File: config.mk
export PLATFORM = sky130hd
export DESIGN_NAME = isc_irq_ctrl
export DESIGN_NICKNAME = d
export VERILOG_FILES = /design/src/rtl/isc_pkg.sv /design/src/rtl/isc_time_base.sv /design/src/rtl/isc_irq_ctrl.sv
export SDC_FILE = /design/constraint.sdc
export NUM_CORES = 1
export LEC_CHECK = 0
export ABC_AREA = 1
export BUFFER_PORTS_ARGS = -buffer_cell sky130_fd_sc_hd__buf_2
export CAP_MARGIN = 5
export CORE_ASPECT_RATIO = 1.4
export CORE_MARGIN = 5
export CORE_UTILIZATION = 53
export DETAILED_ROUTE_END_ITERATION = 16
export PLACE_DENSITY = 0.76
export SLEW_MARGIN = 20
export SYNTH_ARGS = -nofsm -noshare
export SYNTH_HDL_FRONTEND = slang
export SYNTH_SLANG_ARGS = --single-unit
File: constraint.sdc
create_clock -name clock_i -period 2.57 [get_ports clock_i]
set_input_delay 0.514 -clock clock_i [delete_from_list [all_inputs] [get_ports clock_i]]
set_output_delay 0.514 -clock clock_i [all_outputs]
set_load 0.01 [all_outputs]
File: src/rtl/isc_pkg.sv
`default_nettype none
// Shared constants for the interrupt sources and time base block.
package isc_pkg;
  // Register file geometry.
  localparam int          ADDR_W      = 3;
  localparam int          DATA_W      = 8;
  localparam logic [2:0]  OFF_PSC     = 3'h0;
  localparam logic [2:0]  OFF_TB0     = 3'h1;
  localparam logic [2:0]  OFF_TB1     = 3'h2;
  localparam logic [2:0]  OFF_EDGE    = 3'h3;
  localparam logic [2:0]  OFF_EN_LO   = 3'h4;
  localparam logic [2:0]  OFF_EN_HI   = 3'h5;
  localparam logic [2:0]  OFF_FLAG_LO = 3'h6;
  localparam logic [2:0]  OFF_FLAG_HI = 3'h7;

  // Field positions.
  localparam int TB_RUN_BIT  = 7;
  localparam int TB_SEL_MSB  = 2;
  localparam int PSC_SEL_MSB = 1;
  localparam int HI_NVM_BIT  = 0;
  localparam int HI_GE_BIT   = 1;
  localparam int EDGE_W      = 2;
  localparam int NUM_PINS    = 2;

  // Reset values.
  localparam logic [1:0] PSC_RST  = 2'h0;
  localparam logic [2:0] SEL_RST  = 3'h0;
  localparam logic [7:0] BYTE_RST = 8'h00;

  // Prescaler source codes; any code with the top bit set is the slow clock.
  localparam logic [1:0] PSC_SYS  = 2'h0;
  localparam logic [1:0] PSC_DIV4 = 2'h1;
  localparam logic [1:0] DIV4_LAST = 2'h3;

  // Edge select codes.
  localparam logic [1:0] EDGE_OFF  = 2'h0;
  localparam logic [1:0] EDGE_RISE = 2'h1;
  localparam logic [1:0] EDGE_FALL = 2'h2;
  localparam logic [1:0] EDGE_BOTH = 2'h3;

  // Time base divider: period is 2^(8 + code) prescaler ticks.
  localparam int          TB_CNT_W    = 15;
  localparam logic [2:0]  TB_MAX_SEL  = 3'h7;
  localparam logic [14:0] TB_FULL     = 15'h7fff;
  localparam logic [14:0] TB_CNT_RST  = 15'h0000;

  // Request sources; a lower index wins when several are pending.
  localparam int NUM_SRC    = 9;
  localparam int VEC_W      = 4;
  localparam int SRC_EXT0   = 0;
  localparam int SRC_EXT1   = 1;
  localparam int SRC_MEAS   = 2;
  localparam int SRC_PMATCH = 3;
  localparam int SRC_DMATCH = 4;
  localparam int SRC_LOWSUP = 5;
  localparam int SRC_TICK0  = 6;
  localparam int SRC_TICK1  = 7;
  localparam int SRC_NVM    = 8;
  localparam logic [8:0] SRC_NONE = 9'h000;
  localparam logic [8:0] SRC_ONE  = 9'h001;
  localparam logic [3:0] VEC_RST  = 4'h0;
endpackage
`default_nettype wire

File: src/rtl/isc_time_base.sv
`default_nettype none
// One time base divider. It counts prescaler ticks while running and
// emits a one-cycle overflow every 2^(8+period_sel) ticks.
module isc_time_base (
  input  wire logic       clock_i,
  input  wire logic       sys_rst_i,
  input  wire logic       run_i,
  input  wire logic       tick_i,
  input  wire logic [2:0] period_sel_i,
  output logic            ovf_o
);
  logic [14:0] cnt_r;
  logic [14:0] cnt_nxt;
  logic [14:0] mask;
  logic        wrap;

  // The counter is free running over its full width, so comparing only
  // the selected low bits gives every period without a reload value.
  assign mask    = isc_pkg::TB_FULL >> (isc_pkg::TB_MAX_SEL - period_sel_i);
  assign wrap    = (cnt_r & mask) == mask;
  assign ovf_o   = run_i & tick_i & wrap;
  assign cnt_nxt = !run_i ? isc_pkg::TB_CNT_RST :
                   tick_i ? cnt_r + 15'h0001 : cnt_r;

  // A stopped divider restarts from zero so the first period is whole.
  always_ff @(posedge clock_i or posedge sys_rst_i) begin
    if (sys_rst_i) begin
      cnt_r <= isc_pkg::TB_CNT_RST;
    end else begin
      cnt_r <= cnt_nxt;
    end
  end
endmodule
`default_nettype wire

File: src/rtl/isc_irq_ctrl.sv
`default_nettype none
// Overview of operation
// - Chosen pin edge sets its external flag.
// - External vector needs global and pin enable.
// - Pin qualifies: enabled, input, interrupt function.
// - External call needs enable, stack room, edge.
// - External service clears flag and global enable.
// - Pull-high selection stays active on interrupt pins.
// - Edge select: rising, falling, both or off.
// - Either measure timer overflow sets shared flag.
// - Two compare matches, separate flags and vectors.
// - Compare service clears its flag, global enable.
// - Low supply sets flag, vectored when allowed.
// - Each time base overflow sets its flag.
// - Time base service clears flag, global enable.
// - Prescaler source: system, system/4, slow clock.
// - Time base zero runs while bit seven set.
// - Period is 2^(8+code) prescaler clocks.
// - Time base one matches time base zero.
// - Write done sets flag, vectored when allowed.
// - Unimplemented control bits ignore writes, read zero.
// - Any flag rising wakes device, enable ignored.
// - No acknowledge while return stack is full.
// - Return from interrupt sets global enable again.
module isc_irq_ctrl (
  input  wire logic       clock_i,
  input  wire logic       sys_rst_i,
  // Register port.
  input  wire logic [2:0] addr_i,
  input  wire logic [7:0] wdata_i,
  input  wire logic       we_i,
  input  wire logic       re_i,
  output logic      [7:0] rdata_o,
  // External interrupt pins and their pin configuration.
  input  wire logic [1:0] ext_irq_pins_i,
  input  wire logic [1:0] pin_is_input_i,
  input  wire logic [1:0] pin_func_irq_i,
  input  wire logic [1:0] pull_high_sel_i,
  output logic      [1:0] pull_high_o,
  // Peripheral events, one-cycle pulses.
  input  wire logic       timer_a_ovf_i,
  input  wire logic       timer_b_ovf_i,
  input  wire logic       period_match_i,
  input  wire logic       duty_match_i,
  input  wire logic       low_supply_i,
  input  wire logic       nvm_write_done_i,
  input  wire logic       slow_aux_tick_i,
  // Program sequencer side.
  input  wire logic       stack_full_i,
  input  wire logic       return_from_irq_i,
  output logic            irq_call_o,
  output logic      [3:0] irq_vector_o,
  output logic            global_irq_enable_o,
  output logic            wake_o
);
  // Control registers hold implemented bits only.
  logic [1:0] prescaler_src_sel_r;
  logic       tick_run_r [2];
  logic [2:0] tick_period_sel_r [2];
  logic [3:0] edge_select_reg_r;
  logic [8:0] irq_en_r;
  logic       global_irq_enable_r;
  logic       global_irq_enable_nxt;
  logic [8:0] flags_r;
  logic [8:0] flags_nxt;
  logic [7:0] rdata_r;
  logic       wake_r;
  logic       call_r;
  logic [3:0] vec_r;
  logic [1:0] pull_high_r;
  logic [1:0] div_r;
  logic [1:0] sync1_r;
  logic [1:0] sync2_r;
  logic [1:0] prev_r;

  // Lowest numbered pending source wins.
  function automatic logic [3:0] first_set(input logic [8:0] v);
    logic [3:0] idx;
    idx = isc_pkg::VEC_RST;
    for (int i = isc_pkg::NUM_SRC - 1; i >= 0; i--) begin
      if (v[i]) begin
        idx = 4'(i);
      end
    end
    return idx;
  endfunction

  // Register write decode.
  wire wr_psc     = we_i && (addr_i == isc_pkg::OFF_PSC);
  wire wr_tb0     = we_i && (addr_i == isc_pkg::OFF_TB0);
  wire wr_tb1     = we_i && (addr_i == isc_pkg::OFF_TB1);
  wire wr_edge    = we_i && (addr_i == isc_pkg::OFF_EDGE);
  wire wr_en_lo   = we_i && (addr_i == isc_pkg::OFF_EN_LO);
  wire wr_en_hi   = we_i && (addr_i == isc_pkg::OFF_EN_HI);
  wire wr_flag_lo = we_i && (addr_i == isc_pkg::OFF_FLAG_LO);
  wire wr_flag_hi = we_i && (addr_i == isc_pkg::OFF_FLAG_HI);
  wire [1:0] wr_tb = {wr_tb1, wr_tb0};

  // Prescaler tick: every clock, every fourth clock, or the slow tick.
  wire div4_tick = (div_r == isc_pkg::DIV4_LAST);
  wire psc_tick  = prescaler_src_sel_r[isc_pkg::PSC_SEL_MSB] ?
                   slow_aux_tick_i :
                   (prescaler_src_sel_r == isc_pkg::PSC_DIV4) ? div4_tick :
                   1'b1;
  wire [1:0] tb_ovf;
  wire [1:0] ext_ev;

  // Both time bases share one prescaler and one divider design.
  for (genvar t = 0; t < 2; t++) begin : g_tick
    isc_time_base u_tb (
      .clock_i      (clock_i),
      .sys_rst_i    (sys_rst_i),
      .run_i        (tick_run_r[t]),
      .tick_i       (psc_tick),
      .period_sel_i (tick_period_sel_r[t]),
      .ovf_o        (tb_ovf[t])
    );
  end

  // Edge decode per pin on the synchronised, delayed samples.
  for (genvar p = 0; p < isc_pkg::NUM_PINS; p++) begin : g_pin
    wire [1:0] code = edge_select_reg_r[p*isc_pkg::EDGE_W +: isc_pkg::EDGE_W];
    wire rise   = sync2_r[p] & ~prev_r[p];
    wire fall   = ~sync2_r[p] & prev_r[p];
    wire want_r = (code == isc_pkg::EDGE_RISE) || (code == isc_pkg::EDGE_BOTH);
    wire want_f = (code == isc_pkg::EDGE_FALL) || (code == isc_pkg::EDGE_BOTH);
    // The pin only counts while it is enabled, an input and muxed in.
    wire pin_ok = irq_en_r[p] & pin_is_input_i[p] & pin_func_irq_i[p];
    assign ext_ev[p] = pin_ok & ((want_r & rise) | (want_f & fall));
  end

  // Hardware set events in source order.
  wire [8:0] set_ev = {nvm_write_done_i,
                       tb_ovf,
                       low_supply_i,
                       duty_match_i,
                       period_match_i,
                       timer_a_ovf_i | timer_b_ovf_i,
                       ext_ev};

  // Vector selection. A request is taken only with the global enable on,
  // its own enable on and room on the return stack.
  wire [8:0] pending  = flags_r & irq_en_r;
  wire       call_go  = global_irq_enable_r && (|pending) &&
                        !stack_full_i;
  wire [3:0] call_vec = first_set(pending);
  wire [8:0] svc_clr  = call_go ? (isc_pkg::SRC_ONE << call_vec) :
                        isc_pkg::SRC_NONE;

  // Software writes to the flag registers act like ordinary storage.
  wire [8:0] flag_wmask = {wr_flag_hi, {8{wr_flag_lo}}};
  wire [8:0] flag_wval  = {wdata_i[isc_pkg::HI_NVM_BIT], wdata_i};

  // Servicing clears the taken flag; a new event in the same cycle is
  // kept, since losing it would drop a request silently.
  assign flags_nxt = ((((flags_r & ~flag_wmask) | (flag_wval & flag_wmask))
                     & ~svc_clr) | set_ev);

  // Taking a vector clears the global enable; return sets it again, and
  // a plain return has no input here so it leaves the enable alone.
  assign global_irq_enable_nxt =
    call_go           ? 1'b0 :
    return_from_irq_i ? 1'b1 :
    wr_en_hi          ? wdata_i[isc_pkg::HI_GE_BIT] :
    global_irq_enable_r;

  // Read selection; bits without storage read as zero.
  wire [7:0] rd_val =
    (addr_i == isc_pkg::OFF_PSC)  ? {6'h00, prescaler_src_sel_r} :
    (addr_i == isc_pkg::OFF_TB0)  ? {tick_run_r[0], 4'h0,
                                     tick_period_sel_r[0]} :
    (addr_i == isc_pkg::OFF_TB1)  ? {tick_run_r[1], 4'h0,
                                     tick_period_sel_r[1]} :
    (addr_i == isc_pkg::OFF_EDGE) ? {4'h0, edge_select_reg_r} :
    (addr_i == isc_pkg::OFF_EN_LO) ? irq_en_r[7:0] :
    (addr_i == isc_pkg::OFF_EN_HI) ? {6'h00, global_irq_enable_r,
                                      irq_en_r[isc_pkg::SRC_NVM]} :
    (addr_i == isc_pkg::OFF_FLAG_LO) ? flags_r[7:0] :
    {7'h00, flags_r[isc_pkg::SRC_NVM]};

  // Pin synchroniser plus one stage of history for edge detection.
  always_ff @(posedge clock_i or posedge sys_rst_i) begin
    if (sys_rst_i) begin
      sync1_r <= 2'h0;
      sync2_r <= 2'h0;
      prev_r  <= 2'h0;
    end else begin
      sync1_r <= ext_irq_pins_i;
      sync2_r <= sync1_r;
      prev_r  <= sync2_r;
    end
  end

  // Free running divide-by-four for the system/4 prescaler source.
  always_ff @(posedge clock_i or posedge sys_rst_i) begin
    if (sys_rst_i) begin
      div_r <= isc_pkg::PSC_SYS;
    end else begin
      div_r <= div_r + 2'h1;
    end
  end

  // Prescaler and edge select registers keep implemented bits only.
  always_ff @(posedge clock_i or posedge sys_rst_i) begin
    if (sys_rst_i) begin
      prescaler_src_sel_r <= isc_pkg::PSC_RST;
      edge_select_reg_r   <= 4'h0;
    end else begin
      if (wr_psc) begin
        prescaler_src_sel_r <= wdata_i[isc_pkg::PSC_SEL_MSB:0];
      end
      if (wr_edge) begin
        edge_select_reg_r <= wdata_i[3:0];
      end
    end
  end

  // Time base control: run bit and period field, one loop for both.
  always_ff @(posedge clock_i or posedge sys_rst_i) begin
    if (sys_rst_i) begin
      for (int t = 0; t < 2; t++) begin
        tick_run_r[t]        <= 1'b0;
        tick_period_sel_r[t] <= isc_pkg::SEL_RST;
      end
    end else begin
      for (int t = 0; t < 2; t++) begin
        if (wr_tb[t]) begin
          tick_run_r[t]        <= wdata_i[isc_pkg::TB_RUN_BIT];
          tick_period_sel_r[t] <= wdata_i[isc_pkg::TB_SEL_MSB:0];
        end
      end
    end
  end

  // Enables, global enable and request flags.
  always_ff @(posedge clock_i or posedge sys_rst_i) begin
    if (sys_rst_i) begin
      irq_en_r            <= isc_pkg::SRC_NONE;
      global_irq_enable_r <= 1'b0;
      flags_r             <= isc_pkg::SRC_NONE;
    end else begin
      if (wr_en_lo) begin
        irq_en_r[7:0] <= wdata_i;
      end
      if (wr_en_hi) begin
        irq_en_r[isc_pkg::SRC_NVM] <= wdata_i[isc_pkg::HI_NVM_BIT];
      end
      global_irq_enable_r <= global_irq_enable_nxt;
      flags_r             <= flags_nxt;
    end
  end

  // Registered outputs: call pulse with vector, wake pulse, read data.
  // Wake looks at every flag, so masking a source other than a pin does not stop it; a pin enable gates its flag.
  always_ff @(posedge clock_i or posedge sys_rst_i) begin
    if (sys_rst_i) begin
      call_r      <= 1'b0;
      vec_r       <= isc_pkg::VEC_RST;
      wake_r      <= 1'b0;
      rdata_r     <= isc_pkg::BYTE_RST;
      pull_high_r <= 2'h0;
    end else begin
      call_r      <= call_go;
      vec_r       <= call_go ? call_vec : vec_r;
      wake_r      <= |(flags_nxt & ~flags_r);
      rdata_r     <= re_i ? rd_val : isc_pkg::BYTE_RST;
      pull_high_r <= pull_high_sel_i;
    end
  end

  assign rdata_o             = rdata_r;
  assign irq_call_o          = call_r;
  assign irq_vector_o        = vec_r;
  assign global_irq_enable_o = global_irq_enable_r;
  assign wake_o              = wake_r;
  assign pull_high_o         = pull_high_r;
endmodule
`default_nettype wire

==> flow_summary.json <==
{
  "status": "complete, no violations",
  "vias_per_cell": 5.302,
  "nNetsFinal": 636,
  "syn_area_per_cell_sq_um": 7.923,
  "io_buffer_count": 48,
  "post_cts_buffers": 0,
  "grt_usage_pct": 21.64,
  "setup_viol": 0,
  "grt_overflow_total": 0,
  "syn-cell-area_sq_um": 4294,
  "utilization_pct": 62.34,
  "design_area_sq_um": 4891,
  "cp-end-kind": "flop",
  "p_leak_nw": 2.478,
  "die_w_um": 86.08,
  "irDropWorstVdd_uv": 581.5,
  "wire_per_inst_um": 13.88,
  "synth_area_leader_cell": "dfrtp_1",
  "worst_slew_pin_slew_ns": 0.6911,
  "first_iter_violations": 187,
  "dieArea_sq_um": 10030,
  "row_count": 38,
  "synth-seq-cells": 87,
  "place.gp.congestion": 0.8576,
  "crit_fanout": 3,
  "critical_path_required_ns": 2.82,
  "cts_sinks": 87,
  "drive_above_1_share_pct": 15.68,
  "placed_area_sq_um": 4683,
  "cts_buffers": 9,
  "synth.area.top_cells": "dfrtp_1 (51%), nand2_1 (13%), o21ai_0 (7.5%)",
  "cts.repair.resized": 0,
  "crit_arrival_ns": 2.07,
  "first_pass_iters": 5,
  "fin_crit_sh_pct": 71.06,
  "p_per_area_nw_per_um2": 706.2,
  "drv_slew": 0,
  "yosys-top-cells-count": "nand2_1 (148), dfrtp_1 (87), inv_1 (79)",
  "final-hold-violation-count": 0,
  "dp.final_hpwl_um": 7371,
  "worstSetupStartpoint": "irq_en_r[7]",
  "chipHeight_um": 116.5,
  "grt_pass1_wl_um": 16920,
  "drcViolationCount": 0,
  "power_w": 0.003454,
  "htree_levels": 3,
  "antenna_found_initial": 0,
  "postSynthCellCount": 542,
  "clk_pin_slew_ns": 0.08,
  "critPathKind": "flop to flop",
  "synth_cell_type_count": 35,
  "postLayoutSetupSlackWorst_ns": 0.7438,
  "synth_edf_count": 0,
  "r2r_cells": 16,
  "yosysMostFrequentCell": "nand2_1",
  "synth_fp_nets": 577,
  "cts_root_buf": "clkbuf_8",
  "synth_seq_area_share_pct": 50.70,
  "finClkSkew_ns": 0.009285,
  "start_util_pct": 54.74,
  "cap_viol_max_count": 0,
  "r2r-start": "irq_en_r[7]",
  "hold_buffers": 0,
  "n_antenna_cell": 0,
  "pin_count": 49,
  "yosysTopAreaCellShare_pct": 50.70,
  "vias": 3743,
  "cts_tree": "yes",
  "core-area_sq_um": 7845,
  "maxSlewHeadroom_pct": 53.83,
  "clock.fmax_mhz": 547.6,
  "pre_cts_slack_ns": 0.6686,
  "clock_path_buffers": 2,
  "rsz0062_at_grt": "false",
  "startpoint_type": "flop",
  "ant_nets": 0,
  "synth-warning-count": 0,
  "clock_latency_ns": 0.37,
  "hp-class": "primary input to asynchronous set/reset pin",
  "wirelength_um": 9798,
  "area_growth_pct": 13.90,
  "grt_max_degree": 32,
  "fin_crit_ns": 1.826,
  "setup_tns_ns": 0,
  "ys.flop_type": "dfrtp_1",
  "grt_pass1_vias": 3849,
  "synth-async-reset-ratio_pct": 100.0
}
## flip-flops by register name (all words and copies together), names as in the netlist, 4 cells and up
register	count
flags_r	9
edge_select_reg_r	4
g_tick.u_tb.cnt_r	30
irq_vector_o	4
rdata_o	8
irq_en_r	9
tick_period_sel_r	6
## power breakdown
part / internal [W] / switching [W] / total, W
combinational: 0.000273 / 0.000504 / 0.000777
sequential: 0.00154 / 0.000152 / 0.00169
clock: 0.000500 / 0.000487 / 0.000987
total: 0.00231 / 0.00114 / 0.00345
## kinds of logic (layout without fill, tap and decap cells)
| family | Yosys count | in the layout | synth area share (%) |
|---|---|---|---|
| AO/OA/AOI/OAI | 117 | 117 | 14.92 |
| adder cells (fa/ha/maj) | 3 | 3 | 0.8742 |
| AND/OR/NAND/NOR | 250 | 250 | 25.90 |
| buffers and inverters | 85 | 149 | 7.605 |
| flip-flops | 87 | 87 | 50.70 |
## critical path, stage by stage (launching register included)
cell and delay [ns]:
dfrtp_1 0.42, nand2_1 0.12, inv_1 0.05, nand2_1 0.05, nand2_1 0.04, nand2_1 0.06, nand2_1 0.09, nand2_1 0.13
nand2_1 0.10, nand2_1 0.12, nand3_1 0.10, nand2_1 0.07, nand2_1 0.06, nand2_1 0.09, nand2_1 0.06, nor2_1 0.10
nand2_1 0.07
## final timing paths
| kind | end | slack, ns |
|---|---|---|
| max | wake_o | 0.74 |
| min | rdata_o[5] | 0.25 |
| max reg2reg | wake_o | 0.74 |
| min reg2reg | sync2_r[0] | 0.36 |
| max in group asynchronous | tick_period_sel_r[4] | 1.60 |
| min in group clock_i | pull_high_o[1] | 0.25 |
## layout make-up
type | count | area (sq um)
fill | 700 | 2954
sequential | 87 | 2177
multi-input combinational | 370 | 1790
inverter | 81 | 307.8
timing repair buffer | 52 | 282.8
clock buffer | 11 | 151.4
tap | 100 | 125.1
clock inverter | 5 | 56.30
## metal layers
layer / vias to the layer above / share of wire [%] / global-route usage [%]
met5: - / 0 / 0
met4: 0 / 3.5 / 11.09
met3: 24 / 4.7 / 4.164
met2: 95 / 51 / 37.78
met1: 1759 / 40 / 25.18
li1: 1865 / - / -
## through the flow
| stage | cells | hold WS (ns) |
|---|---|---|
| after floorplan | 542 | 0.3312 |
| after global placement | 690 | 0.3362 |
| after detailed placement | 690 | 0.3395 |
| after CTS | 706 | 0.2381 |
| after global routing | 706 | 0.2357 |
| final | 706 | 0.2452 |
## cells in the final DEF (no fill, tap or decap), types with 3 or more instances in the layout
| cell | netlist | routed |
|---|---|---|
| a211oi_1 | 3 | 3 |
| a21oi_1 | 31 | 31 |
| a221oi_1 | 3 | 3 |
| buf_2 | 0 | 48 |
| buf_4 | 0 | 3 |
| clkbuf_8 | 0 | 11 |
| dfrtp_1 | 87 | 87 |
| ha_1 | 3 | 3 |
| inv_1 | 79 | 78 |
| nand2_1 | 148 | 148 |
| nand2_2 | 5 | 5 |
| nand3_1 | 16 | 16 |
| nand4_1 | 9 | 9 |
| nor2_1 | 45 | 45 |
| nor2_2 | 4 | 4 |
| nor2_4 | 3 | 3 |
| nor3_1 | 10 | 10 |
| o21ai_0 | 64 | 64 |
| o21ai_1 | 5 | 5 |
| o22ai_1 | 3 | 3 |
No activity file was read; power rests on OpenSTA's default activity.
